==> src/design/link_status_map.svh <==
`ifndef LINK_STATUS_MAP_SVH
`define LINK_STATUS_MAP_SVH

// Configuration offsets (byte addresses)
`define LINK_CONTROL_OFFSET   12'h0A0
`define LINK_STATUS_OFFSET    12'h0A2
`define SLOT_CAP_OFFSET       12'h0A4

// Link control field positions
`define LCTL_ASPM_LSB         0
`define LCTL_RSVD_BIT         2
`define LCTL_BOUNDARY_BIT     3

// Link status field positions
`define LSTS_RATE_LSB         0
`define LSTS_WIDTH_LSB        4
`define LSTS_UNDEFINED_BIT    10
`define LSTS_TRAIN_BIT        11
`define LSTS_REFCLK_BIT       12
`define LSTS_LINK_UP_BIT      13

// Fixed and reset values
`define LCTL_RESET            16'h0000
`define LSTS_RATE_VALUE       4'h1
`define LSTS_WIDTH_VALUE      6'h01
`define LSTS_REFCLK_VALUE     1'h1
`define SLOT_CAP_RESET        32'h0000_0060

// Input synchroniser depth
`define SYNC_STAGES           2

`endif

==> src/design/link_status_pkg.sv <==
package link_status_pkg;

  typedef enum logic [1:0] {
    ASPM_OFF      = 2'b00,
    ASPM_L0S      = 2'b01,
    ASPM_RESERVED = 2'b10,
    ASPM_L0S_L1   = 2'b11
  } aspm_mode_e;

endpackage

==> src/design/level_sync.sv <==
`timescale 1ns/100ps

module level_sync #(
  parameter int WIDTH  = 2,
  parameter int STAGES = 2
) (
  // Clock and reset
  input  wire logic             clk,
  input  wire logic             rst_n,
  // Levels
  input  wire logic [WIDTH-1:0] async_in,
  output logic      [WIDTH-1:0] sync_out
);

  if (STAGES < 2) begin : g_check
    $error("level_sync needs at least two stages");
  end

  for (genvar i = 0; i < WIDTH; i++) begin : g_bit
    logic [STAGES-1:0] chain;
    always_ff @(posedge clk or negedge rst_n) begin
      if (!rst_n) begin
        chain <= '0;
      end else begin
        chain <= {chain[STAGES-2:0], async_in[i]};
      end
    end
    assign sync_out[i] = chain[STAGES-1];
  end

endmodule // level_sync

==> src/design/downstream_link_status_regs.sv <==
// Overview of operation
// - Completion boundary bit 3 of link control is hardwired zero, meaning 64 bytes.
// - Link control bit 2 is reserved and always reads zero.
// - Writable field 1:0 selects power management: off, L0s, reserved, L0s and L1.
// - Link status bits 15 and 14 are reserved and read zero.
// - With reporting capable, bit 13 reads one while link layer is active, lagging dl_active_in by SYNC_STAGES plus one cycles.
// - Without reporting capability, bit 13 reads zero whatever the link does.
// - Bit 12 is read-only one, reporting a common 100 MHz reference clock.
// - Bit 11 is hardware-updated and clears when training leaves Configuration/Recovery.
// - Link status bit 10 is undefined; software must not rely on it.
// - Bits 9:4 read fixed 000001b, a single-lane link.
// - Bits 3:0 read fixed 0001b, a 2.5 Gb/s link.
// - Link status is read-only; configuration writes to it have no effect.
// - Slot capabilities at A4h read 0000 0060h after reset.
`timescale 1ns/100ps
`include "link_status_map.svh"

module downstream_link_status_regs
  import link_status_pkg::*;
#(
  parameter int SYNC_STAGES = `SYNC_STAGES
) (
  // Clock and reset
  input  wire logic        sys_clk,
  input  wire logic        rstn,
  // Configuration access
  input  wire logic        cfg_req,
  input  wire logic        cfg_wr,
  input  wire logic [11:0] cfg_addr,
  input  wire logic [3:0]  cfg_be,
  input  wire logic [31:0] cfg_wdata,
  output logic      [31:0] cfg_rdata,
  output logic             cfg_ack,
  // Link state indications
  input  wire logic        link_up_report_capable,
  input  wire logic        dl_active_in,
  input  wire logic        ltssm_cfg_recovery_in,
  // Power management enables
  output logic             l0s_entry_enable,
  output logic             l1_entry_enable
);

  if (SYNC_STAGES < 2) begin : g_check
    $error("SYNC_STAGES must be at least two");
  end

  // Reset release
  logic [1:0]  rst_pipe;
  logic        rst_n;

  always_ff @(posedge sys_clk or negedge rstn) begin
    if (!rstn) begin
      rst_pipe <= 2'h0;
    end else begin
      rst_pipe <= {rst_pipe[0], 1'h1};
    end
  end
  assign rst_n = rst_pipe[1];

  // Link state synchronisers
  logic [1:0]  link_sync;
  logic        dl_active_sync;
  logic        training_sync;

  level_sync #(
    .WIDTH  (2),
    .STAGES (SYNC_STAGES)
  ) u_link_sync (
    .clk      (sys_clk),
    .rst_n    (rst_n),
    .async_in ({ltssm_cfg_recovery_in, dl_active_in}),
    .sync_out (link_sync)
  );
  assign dl_active_sync = link_sync[0];
  assign training_sync  = link_sync[1];

  // Status state
  logic        link_layer_up_flag;
  logic        training_in_progress;

  always_ff @(posedge sys_clk or negedge rst_n) begin
    if (!rst_n) begin
      link_layer_up_flag   <= 1'h0;
      training_in_progress <= 1'h0;
    end else begin
      link_layer_up_flag   <= link_up_report_capable & dl_active_sync;
      training_in_progress <= training_sync;
    end
  end

  // Link control
  aspm_mode_e  active_pm_entry_enable;
  logic [15:0] downstream_link_control;
  logic        completion_boundary_sel;
  logic        ctl_hit;
  logic        cap_hit;
  logic        ctl_wr;
  aspm_mode_e  next_aspm;

  // Completions are never split, so the boundary stays at 64 bytes
  assign completion_boundary_sel = 1'h0;
  assign ctl_hit = cfg_addr[11:2] == 10'(`LINK_CONTROL_OFFSET >> 2);
  assign cap_hit = cfg_addr[11:2] == 10'(`SLOT_CAP_OFFSET >> 2);
  assign ctl_wr  = cfg_req & cfg_wr & ctl_hit & cfg_be[0];
  assign next_aspm = ctl_wr ? aspm_mode_e'(cfg_wdata[`LCTL_ASPM_LSB +: 2])
                            : active_pm_entry_enable;

  always_ff @(posedge sys_clk or negedge rst_n) begin
    if (!rst_n) begin
      active_pm_entry_enable <= ASPM_OFF;
    end else begin
      active_pm_entry_enable <= next_aspm;
    end
  end

  always_comb begin
    downstream_link_control = `LCTL_RESET;
    downstream_link_control[`LCTL_ASPM_LSB +: 2] = active_pm_entry_enable;
    downstream_link_control[`LCTL_RSVD_BIT]      = 1'h0;
    downstream_link_control[`LCTL_BOUNDARY_BIT]  = completion_boundary_sel;
  end

  // Power management enables follow the field; the reserved code enables nothing
  logic        next_l0s;
  logic        next_l1;

  assign next_l0s = next_aspm == ASPM_L0S || next_aspm == ASPM_L0S_L1;
  assign next_l1  = next_aspm == ASPM_L0S_L1;

  always_ff @(posedge sys_clk or negedge rst_n) begin
    if (!rst_n) begin
      l0s_entry_enable <= 1'h0;
      l1_entry_enable  <= 1'h0;
    end else begin
      l0s_entry_enable <= next_l0s;
      l1_entry_enable  <= next_l1;
    end
  end

  // Link status, no write path exists
  logic [15:0] downstream_link_status;

  always_comb begin
    downstream_link_status = 16'h0000;
    downstream_link_status[`LSTS_RATE_LSB +: 4]  = `LSTS_RATE_VALUE;
    downstream_link_status[`LSTS_WIDTH_LSB +: 6] = `LSTS_WIDTH_VALUE;
    downstream_link_status[`LSTS_UNDEFINED_BIT]  = 1'h0;
    downstream_link_status[`LSTS_TRAIN_BIT]      = training_in_progress;
    downstream_link_status[`LSTS_REFCLK_BIT]     = `LSTS_REFCLK_VALUE;
    downstream_link_status[`LSTS_LINK_UP_BIT]    = link_layer_up_flag;
  end

  // Slot capabilities, held at its reset value
  logic [31:0] downstream_slot_capabilities;
  assign downstream_slot_capabilities = `SLOT_CAP_RESET;

  // Read selection
  logic [31:0] read_word;
  logic [31:0] next_rdata;

  assign read_word  = ctl_hit ? {downstream_link_status, downstream_link_control}
                    : cap_hit ? downstream_slot_capabilities
                    : 32'h0000_0000;
  assign next_rdata = (cfg_req & ~cfg_wr) ? read_word : 32'h0000_0000;

  always_ff @(posedge sys_clk or negedge rst_n) begin
    if (!rst_n) begin
      cfg_rdata <= 32'h0000_0000;
      cfg_ack   <= 1'h0;
    end else begin
      cfg_rdata <= next_rdata;
      cfg_ack   <= cfg_req;
    end
  end

endmodule // downstream_link_status_regs

==> config.mk <==
export PLATFORM = sky130hd
export DESIGN_NAME = downstream_link_status_regs
export DESIGN_NICKNAME = d
export VERILOG_FILES = /design/src/design/link_status_pkg.sv /design/src/design/level_sync.sv /design/src/design/downstream_link_status_regs.sv
export VERILOG_INCLUDE_DIRS = /design/src /design/src/design
export SDC_FILE = /design/constraint.sdc
export NUM_CORES = 1
export LEC_CHECK = 0
export BUFFER_PORTS_ARGS = -buffer_cell sky130_fd_sc_hd__buf_2
export CORE_MARGIN = 4
export CORE_UTILIZATION = 36
export DETAILED_ROUTE_END_ITERATION = 8
export HOLD_SLACK_MARGIN = 0.08
export PLACE_DENSITY_LB_ADDON = 0.25
export SLEW_MARGIN = 20
export SYNTH_ARGS = -nofsm -noshare
export SYNTH_HDL_FRONTEND = slang
export SYNTH_SLANG_ARGS = --single-unit
==> constraint.sdc <==
create_clock -name sys_clk -period 1.5 [get_ports sys_clk]
set_input_delay 0.075 -clock sys_clk [delete_from_list [all_inputs] [get_ports sys_clk]]
set_output_delay 0.075 -clock sys_clk [all_outputs]
set_load 0.01 [all_outputs]
Yosys cells after proc, flatten, opt, wreduce, memory -nomap -nowiden --
Cells that the tools add are included.
Cells by class: reductions and logical operators 1, bitwise logic cells 6, eq/ne operators 4, mux-type cells 4
Operator list (count):
- $mux W32 | 1
- $mux W30 | 1
- $eq A10 B6 Y1 const B | 2
- $mux W7 | 1
- $and A1 B1 Y1 | 5
- $eq A2 B1 Y1 const B | 1
- $eq A2 B2 Y1 const B | 1
- $mux W2 | 1
- $logic_or A1 B1 Y1 | 1
- $not A1 Y1 | 1
Storage, ports and cells: logic and storage cells 25, register bits after elaboration 45

Logic depth before layout (Yosys ltp) --
Gate-level depths: netlist of run 1.
word-level depth 6, gate-level depth with buffers 3

Hierarchy --
A second synthesis of run 1 with hierarchy kept.
Unflattened totals: cells, all modules 67, area, all modules 822.0 um2
By module, submodules not included:
- downstream_link_status_regs | times used 1, area an instance 706.9 um2, sequential area each 350.3 um2, cells each 61
- level_sync | times used 1, area an instance 115.1 um2, sequential area each 100.1 um2, cells each 6

Least setup slack after synthesis of run 1 --
No wires, ideal clock.
kind input to register, start point in cfg_addr[11], end point reg with a tool-made name, slack 0.505 ns, data arrival time 0.870 ns, library setup time 0.125 ns, cell stages on the path 3, required time 1.375 ns, cell sequence nor4_4 nand4_4 mux2_4
RTL lines:
- from (decl) | line downstream_link_status_regs.sv:29 | input wire logic [11:0] cfg_addr,

Worst setup path after layout of run 1 --
start point in cfg_addr[3], end point reg cfg_rdata[6]
Between the ends: longest elaborated chain between the ends 4, elaborated cells between the ends (all ways) 5, classes of those cells 2 x eq/ne; 3 x mux
RTL lines:
- $eq A10 B6 Y1 | line downstream_link_status_regs.sv:103 | assign cap_hit = cfg_addr[11:2] == 10'(`SLOT_CAP_OFFSET >> 2);
- $mux W7 | line downstream_link_status_regs.sv:162 | : cap_hit ? downstream_slot_capabilities
- $mux W30 (*) | line downstream_link_status_regs.sv:161 | assign read_word = ctl_hit ? {downstream_link_status, downstream_link_control}
- $mux W32 (*) | line downstream_link_status_regs.sv:164 | assign next_rdata = (cfg_req & ~cfg_wr) ? read_word : 32'h0000_0000;
- to (signal assigned) | line downstream_link_status_regs.sv:171 | cfg_rdata <= next_rdata;
- to (decl) | line downstream_link_status_regs.sv:32 | output logic [31:0] cfg_rdata,
Every way passes the cells marked *; elsewhere a longest branch is shown, timed or not.

==> reports/qor.csv, run 1 <==
metric,value,unit
core-area,2210,sq um
switching_share,0.226,
slew_headroom,0.582,
clock-skew-final,0.875,ps
pwr-share-clk,0.266,
start_util,0.379,
final_core_util,0.476,
hold_violations,0,
worstSetupPathType,in2reg,
clock_latency,270,ps
vias,507,
worstSetupStartpointType,primary input,
hold_path.class,in2reg,
io_buffers,31,
fmax,0.718,GHz
tritoncts,done,
status,finished clean,
die_height,56.3,microns
die_area,3160,sq um
highest-signal-layer,met3,
end_kind,register,
grt_start_max_net_pins,17,
min_period,1390,ps
p_per_area,778,nW/um^2
met3_length,187,microns
die_x,56.3,microns
drv_cap,0,
cts-root-buf,clkbuf_4,
tightest_slew,627,ps
slew_violations,0,
syn2layout_area_growth,25.7,%
power_switching,186,uW
num_rows,17,
worst_ir_drop_vdd,518,uV
insertedDiodeCount,0,
drc_errors,0,
ant_nets,0,
syn-mean-instance-area,12.7,sq um
ys_ff_latch,18,
netlist_instances,66,
crit_arrival,1600,ps
grt_pass1_vias,425,
dpl.hpwl,1030,microns
first_pass_iters,2,
drive_gt1_frac,0.383,
wirelength,1300,microns
drt_iter0_drc,5,
final_cell_mix,"buf_2, conb_1, dfrtp_1",
cts_inserted_buffers,3,
cts_num_sinks,18,
pwr-share-comb,0.115,
yosysWarningCount,0,
cts_post_setup_buffers_inserted,0,
syn_area,838,sq um
rsz0062_at_grt,false,
fin_setup_tns,0,ps
routedWlPerCell,9.59,microns
grt_pass1_wl,1820,microns
synth.distinct_cells,16,
seqPwrFrac,0.619,
cts_buffer_depth,2,
grt_usage,0.0749,
cp.required,1710,ps
wl_met2,633,microns
finalCritPeriodShare,0.929,
p_leak,0.588,nW
vias_per_cell,3.76,
clkTransAtPathRegs,90,ps
p_int,634,uW
wl_met1,474,microns
h-tree-depth,1,
place.gp.congestion,0.727,
io_pins,90,
nNetsFinal,164,
ys_seq_area_frac,0.537,
final_common_cell,buf_2,
setup_violations,0,
cp_max_fo,3,
grt_antenna_before_repair,0,
grt_overflow,0,
sequential cells by signal (all words and copies together) (netlist names), named ones only:
signal	cells
active_pm_entry_enable	1
cfg_ack	1
cfg_rdata	6
l1_entry_enable	1
link_layer_up_flag	1
rst_pipe	2
training_in_progress	1
u_link_sync.g_bit.chain	4
kinds of logic after synthesis:
kind of cell	Yosys count	share of synthesized area
simple gates	17	0.173
buf+inv	26	0.233
flops	18	0.537
other cells	2	0.00896
mux	3	0.0478
power by group through the flow:
stage / clock (mW) / sequential, mW / combinational, mW
final: 0.218 / 0.507 / 0.0944
after CTS: 0.234 / 0.508 / 0.0918
after global placement: 0 / 0.517 / 0.0689
after detailed placement: 0 / 0.518 / 0.0704
after global routing: 0.253 / 0.510 / 0.104
after floorplan: 0 / 0.516 / 0.0804
critical path, stage by stage:
cell and delay (ps):
dlygate4sd3_1 530, buf_2 130, nor3b_2 160, dlygate4sd3_1 570, nand2_1 60, nor2_1 80
per-layer routing:
metal  up-vias  global-route usage
met4         0              0.0407
met5         -                   0
met2        32               0.124
met1       227              0.0760
met3         0              0.0391
li1        248                   -
path summary, 6_finish.rpt:
path	startpoint	to	slack, ps	depth (start not counted)
worst max register to register	active_pm_entry_enable[0]	active_pm_entry_enable[0]	720	1
worst min-delay path	cfg_addr[8]	cfg_rdata[6]	100	4
min in group asynchronous	rst_pipe[1]	u_link_sync.g_bit[0].chain[1]	260	0
worst max-delay path	cfg_addr[3]	cfg_rdata[6]	110	6
max in group asynchronous	rstn	rst_pipe[0]	750	3
worst min register to register	rst_pipe[1]	u_link_sync.g_bit[0].chain[1]	260	0
layout make-up:
type	instances	area [sq um]
Clock buffer	3	22.5
Fill cell	212	1160
Multi-Input combinational cell	44	280
Sequential cell	18	450
Tap cell	28	35.0
Timing Repair Buffer	42	265
repair_timing:
| item | CTS | global route |
|---|---|---|
| hold endpoints to repair | 11 | 0 |
| hold buffers | 11 | 0 |
| resized for setup | 0 | 1 |
| setup endpoints to repair | 0 | 1 |
synth_stat cells, drive strengths merged:
cell	n	area, sq um
buf	26	195
dfrtp	18	450
and2	4	25.0
nand2	4	15.0
and4bb	2	25.0
conb	2	7.51
mux2	2	30.0
and3	1	7.51
mux2i	1	10.0
nand4	1	21.3
nor2	1	3.75
nor3b	1	7.51
nor4	1	21.3
nor4b	1	8.76
nor4bb	1	10.0
stage by stage:
step / hold slack, ps / area, sq um / total power, mW / cells / worst slack, ps
after floorplan: -221 / 921 / 0.596 / 88 / 505
final: 96.0 / 1050 / 0.820 / 135 / 107
after global placement: -140 / 916 / 0.586 / 121 / 317
after global routing: 90.6 / 1050 / 0.867 / 135 / 22.7
after CTS: 85.0 / 1050 / 0.834 / 135 / 73.4
after detailed placement: -138 / 916 / 0.588 / 121 / 321
Note: power is estimated with default switching activity, not from simulation.
==> inputs of run 2 (changes only) <==
==> constraint.sdc (replaced) <==
create_clock -name sys_clk -period 1.5 [get_ports sys_clk]
set_input_delay 0.3 -clock sys_clk [delete_from_list [all_inputs] [get_ports sys_clk]]
set_output_delay 0.3 -clock sys_clk [all_outputs]
set_load 0.01 [all_outputs]
==> run 2 against run 1 <==
Design area shrank 10%. Count of clock-buffer cells in the layout is the same. Maximum frequency grew 23%. Global-route usage shrank 0.77 points. Critical endpoint is now l0s_entry_enable.
==> reports/qor.csv, run 2 (synthesis results as in run 1) <==
metric,value,unit
cp.required,1200,ps
nNetsFinal,154,
cpPeakStageDelay,410,ps
vias,471,
r2r_start,active_pm_entry_enable[0],
reg2reg_to,active_pm_entry_enable[0],
cts_inserted_buffers,3,
crit_arrival,830,ps
worstSetupPathType,reg2out,
p_leak,0.542,nW
clkTransAtPathRegs,90,ps
fmax,0.884,GHz
rrSetupSlack,720,ps
fin_setup_tns,0,ps
routedWlPerCell,9.63,microns
cts-root-buf,clkbuf_4,
setup_violations,0,
top_regs,"cfg_rdata: 6 flops, u_link_sync.g_bit.chain: 4 flops, rst_pipe: 2 flops",
critPathLaunch,active_pm_entry_enable[0],
cp_max_fo,4,
drive_gt1_frac,0.412,
start_util,0.379,
end_kind,primary output,
tightest_slew,621,ps
slew_violations,0,
die_x,56.3,microns
min_path_cells,1,
crit_chain,buf_2,
vias_per_cell,3.77,
core-area,2210,sq um
cts_buffer_depth,2,
first_pass_iters,3,
grt_usage,0.0672,
grt_pass1_vias,378,
hold_path.class,in2reg,
io_buffers,31,
hold_violations,0,
drc_errors,0,
drt_iter0_drc,7,
clock-skew-final,0.824,ps
grt_pass1_wl,1610,microns
drv_cap,0,
worstSetupStartpointType,register,
wirelength,1200,microns
hold_end,u_link_sync.g_bit[0].chain[0],
grt_overflow,0,
final_common_cell,buf_2,
grt_start_max_net_pins,17,
largest_reg_flops,6,
clock_latency,270,ps
p_per_area,842,nW/um^2
finalPower,799,uW
insertedDiodeCount,0,
final_cell_mix,"buf_2, conb_1, dfrtp_1",
rsz0062_at_grt,false,
finalCritPeriodShare,0.754,
cp_num_buf_inv,1,
slew_headroom,0.586,
h-tree-depth,1,
syn2layout_area_growth,13.1,%
tritoncts,done,
die_height,56.3,microns
io_pins,90,
crit_family,flip-flops,
largest-register,cfg_rdata,
rr_worst_depth,1,
worst_ir_drop_vdd,500,uV
hold_path.startpoint,dl_active_in,
min_period,1130,ps
ant_nets,0,
grt_antenna_before_repair,0,
die_area,3160,sq um
slowest_stage,dfrtp_1,
status,finished clean,
cts_num_sinks,18,
dpl.hpwl,1030,microns
cts_post_setup_buffers_inserted,0,
place.gp.congestion,0.727,
num_rows,17,
## run 2: cell count changes in the layout (fill, tap and decap cells not counted)
cell | previous run | this run
nor3b_1 | 0 | 1
nor3b_2 | 1 | 0
dlygate4sd3_1 | 11 | 1
## run 2: power breakdown
part | total [mW] | leakage (nW) | internal, mW | switching [mW]
registers | 0.507 | 0.232 | 0.497 | 0.0101
logic | 0.0737 | 0.297 | 0.0275 | 0.0462
clock network | 0.218 | 0.0138 | 0.0928 | 0.125
total | 0.799 | 0.542 | 0.617 | 0.181
## run 2: how the worst max path moves through the flow
| stage | slack (ps) | end | cells past startpoint |
|---|---|---|---|
| 3_5_place_dp | 100 | active_pm_entry_enable[0] | 4 |
| 2_1_floorplan | 280 | register | 3 |
| 5_1_grt | 320 | l0s_entry_enable | 1 |
| 3_3_place_gp | 90 | register | 4 |
| 4_1_cts | 340 | l0s_entry_enable | 1 |
| 6_report | 370 | l0s_entry_enable | 1 |
## run 2: per-layer routing
layer | global-route usage | vias to the layer above | share of wire
met4 | 0.0407 | 0 | 0
met2 | 0.107 | 32 | 0.49
met3 | 0.0391 | 0 | 0.16
li1 | - | 228 | -
met5 | 0 | - | 0
met1 | 0.0674 | 211 | 0.35
## run 2: cell type report
cell class	count	area, sq um
fill	216	1260
sequential	18	450
multi-input combinational	44	275
timing repair buffer	32	165
tap	28	35.0
clock buffer	3	22.5
## run 2: repair_timing
item	4_1_cts	5_1_grt
resized for setup	0	0
hold buffers	1	0
hold endpoints to repair	2	0
## run 2: stage by stage
| step | area [sq um] | utilization | worst slack [ps] | instances | hold WS, ps |
|---|---|---|---|---|---|
| 6_report | 948 | 0.429 | 368 | 125 | 125 |
| 5_1_grt | 948 | 0.429 | 319 | 125 | 102 |
| 4_1_cts | 948 | 0.429 | 345 | 125 | 113 |
| 3_5_place_dp | 916 | 0.414 | 96.2 | 121 | 86.6 |
| 3_3_place_gp | 916 | 0.414 | 91.6 | 121 | 85.5 |
| 2_1_floorplan | 921 | - | 280 | 88 | 4.41 |
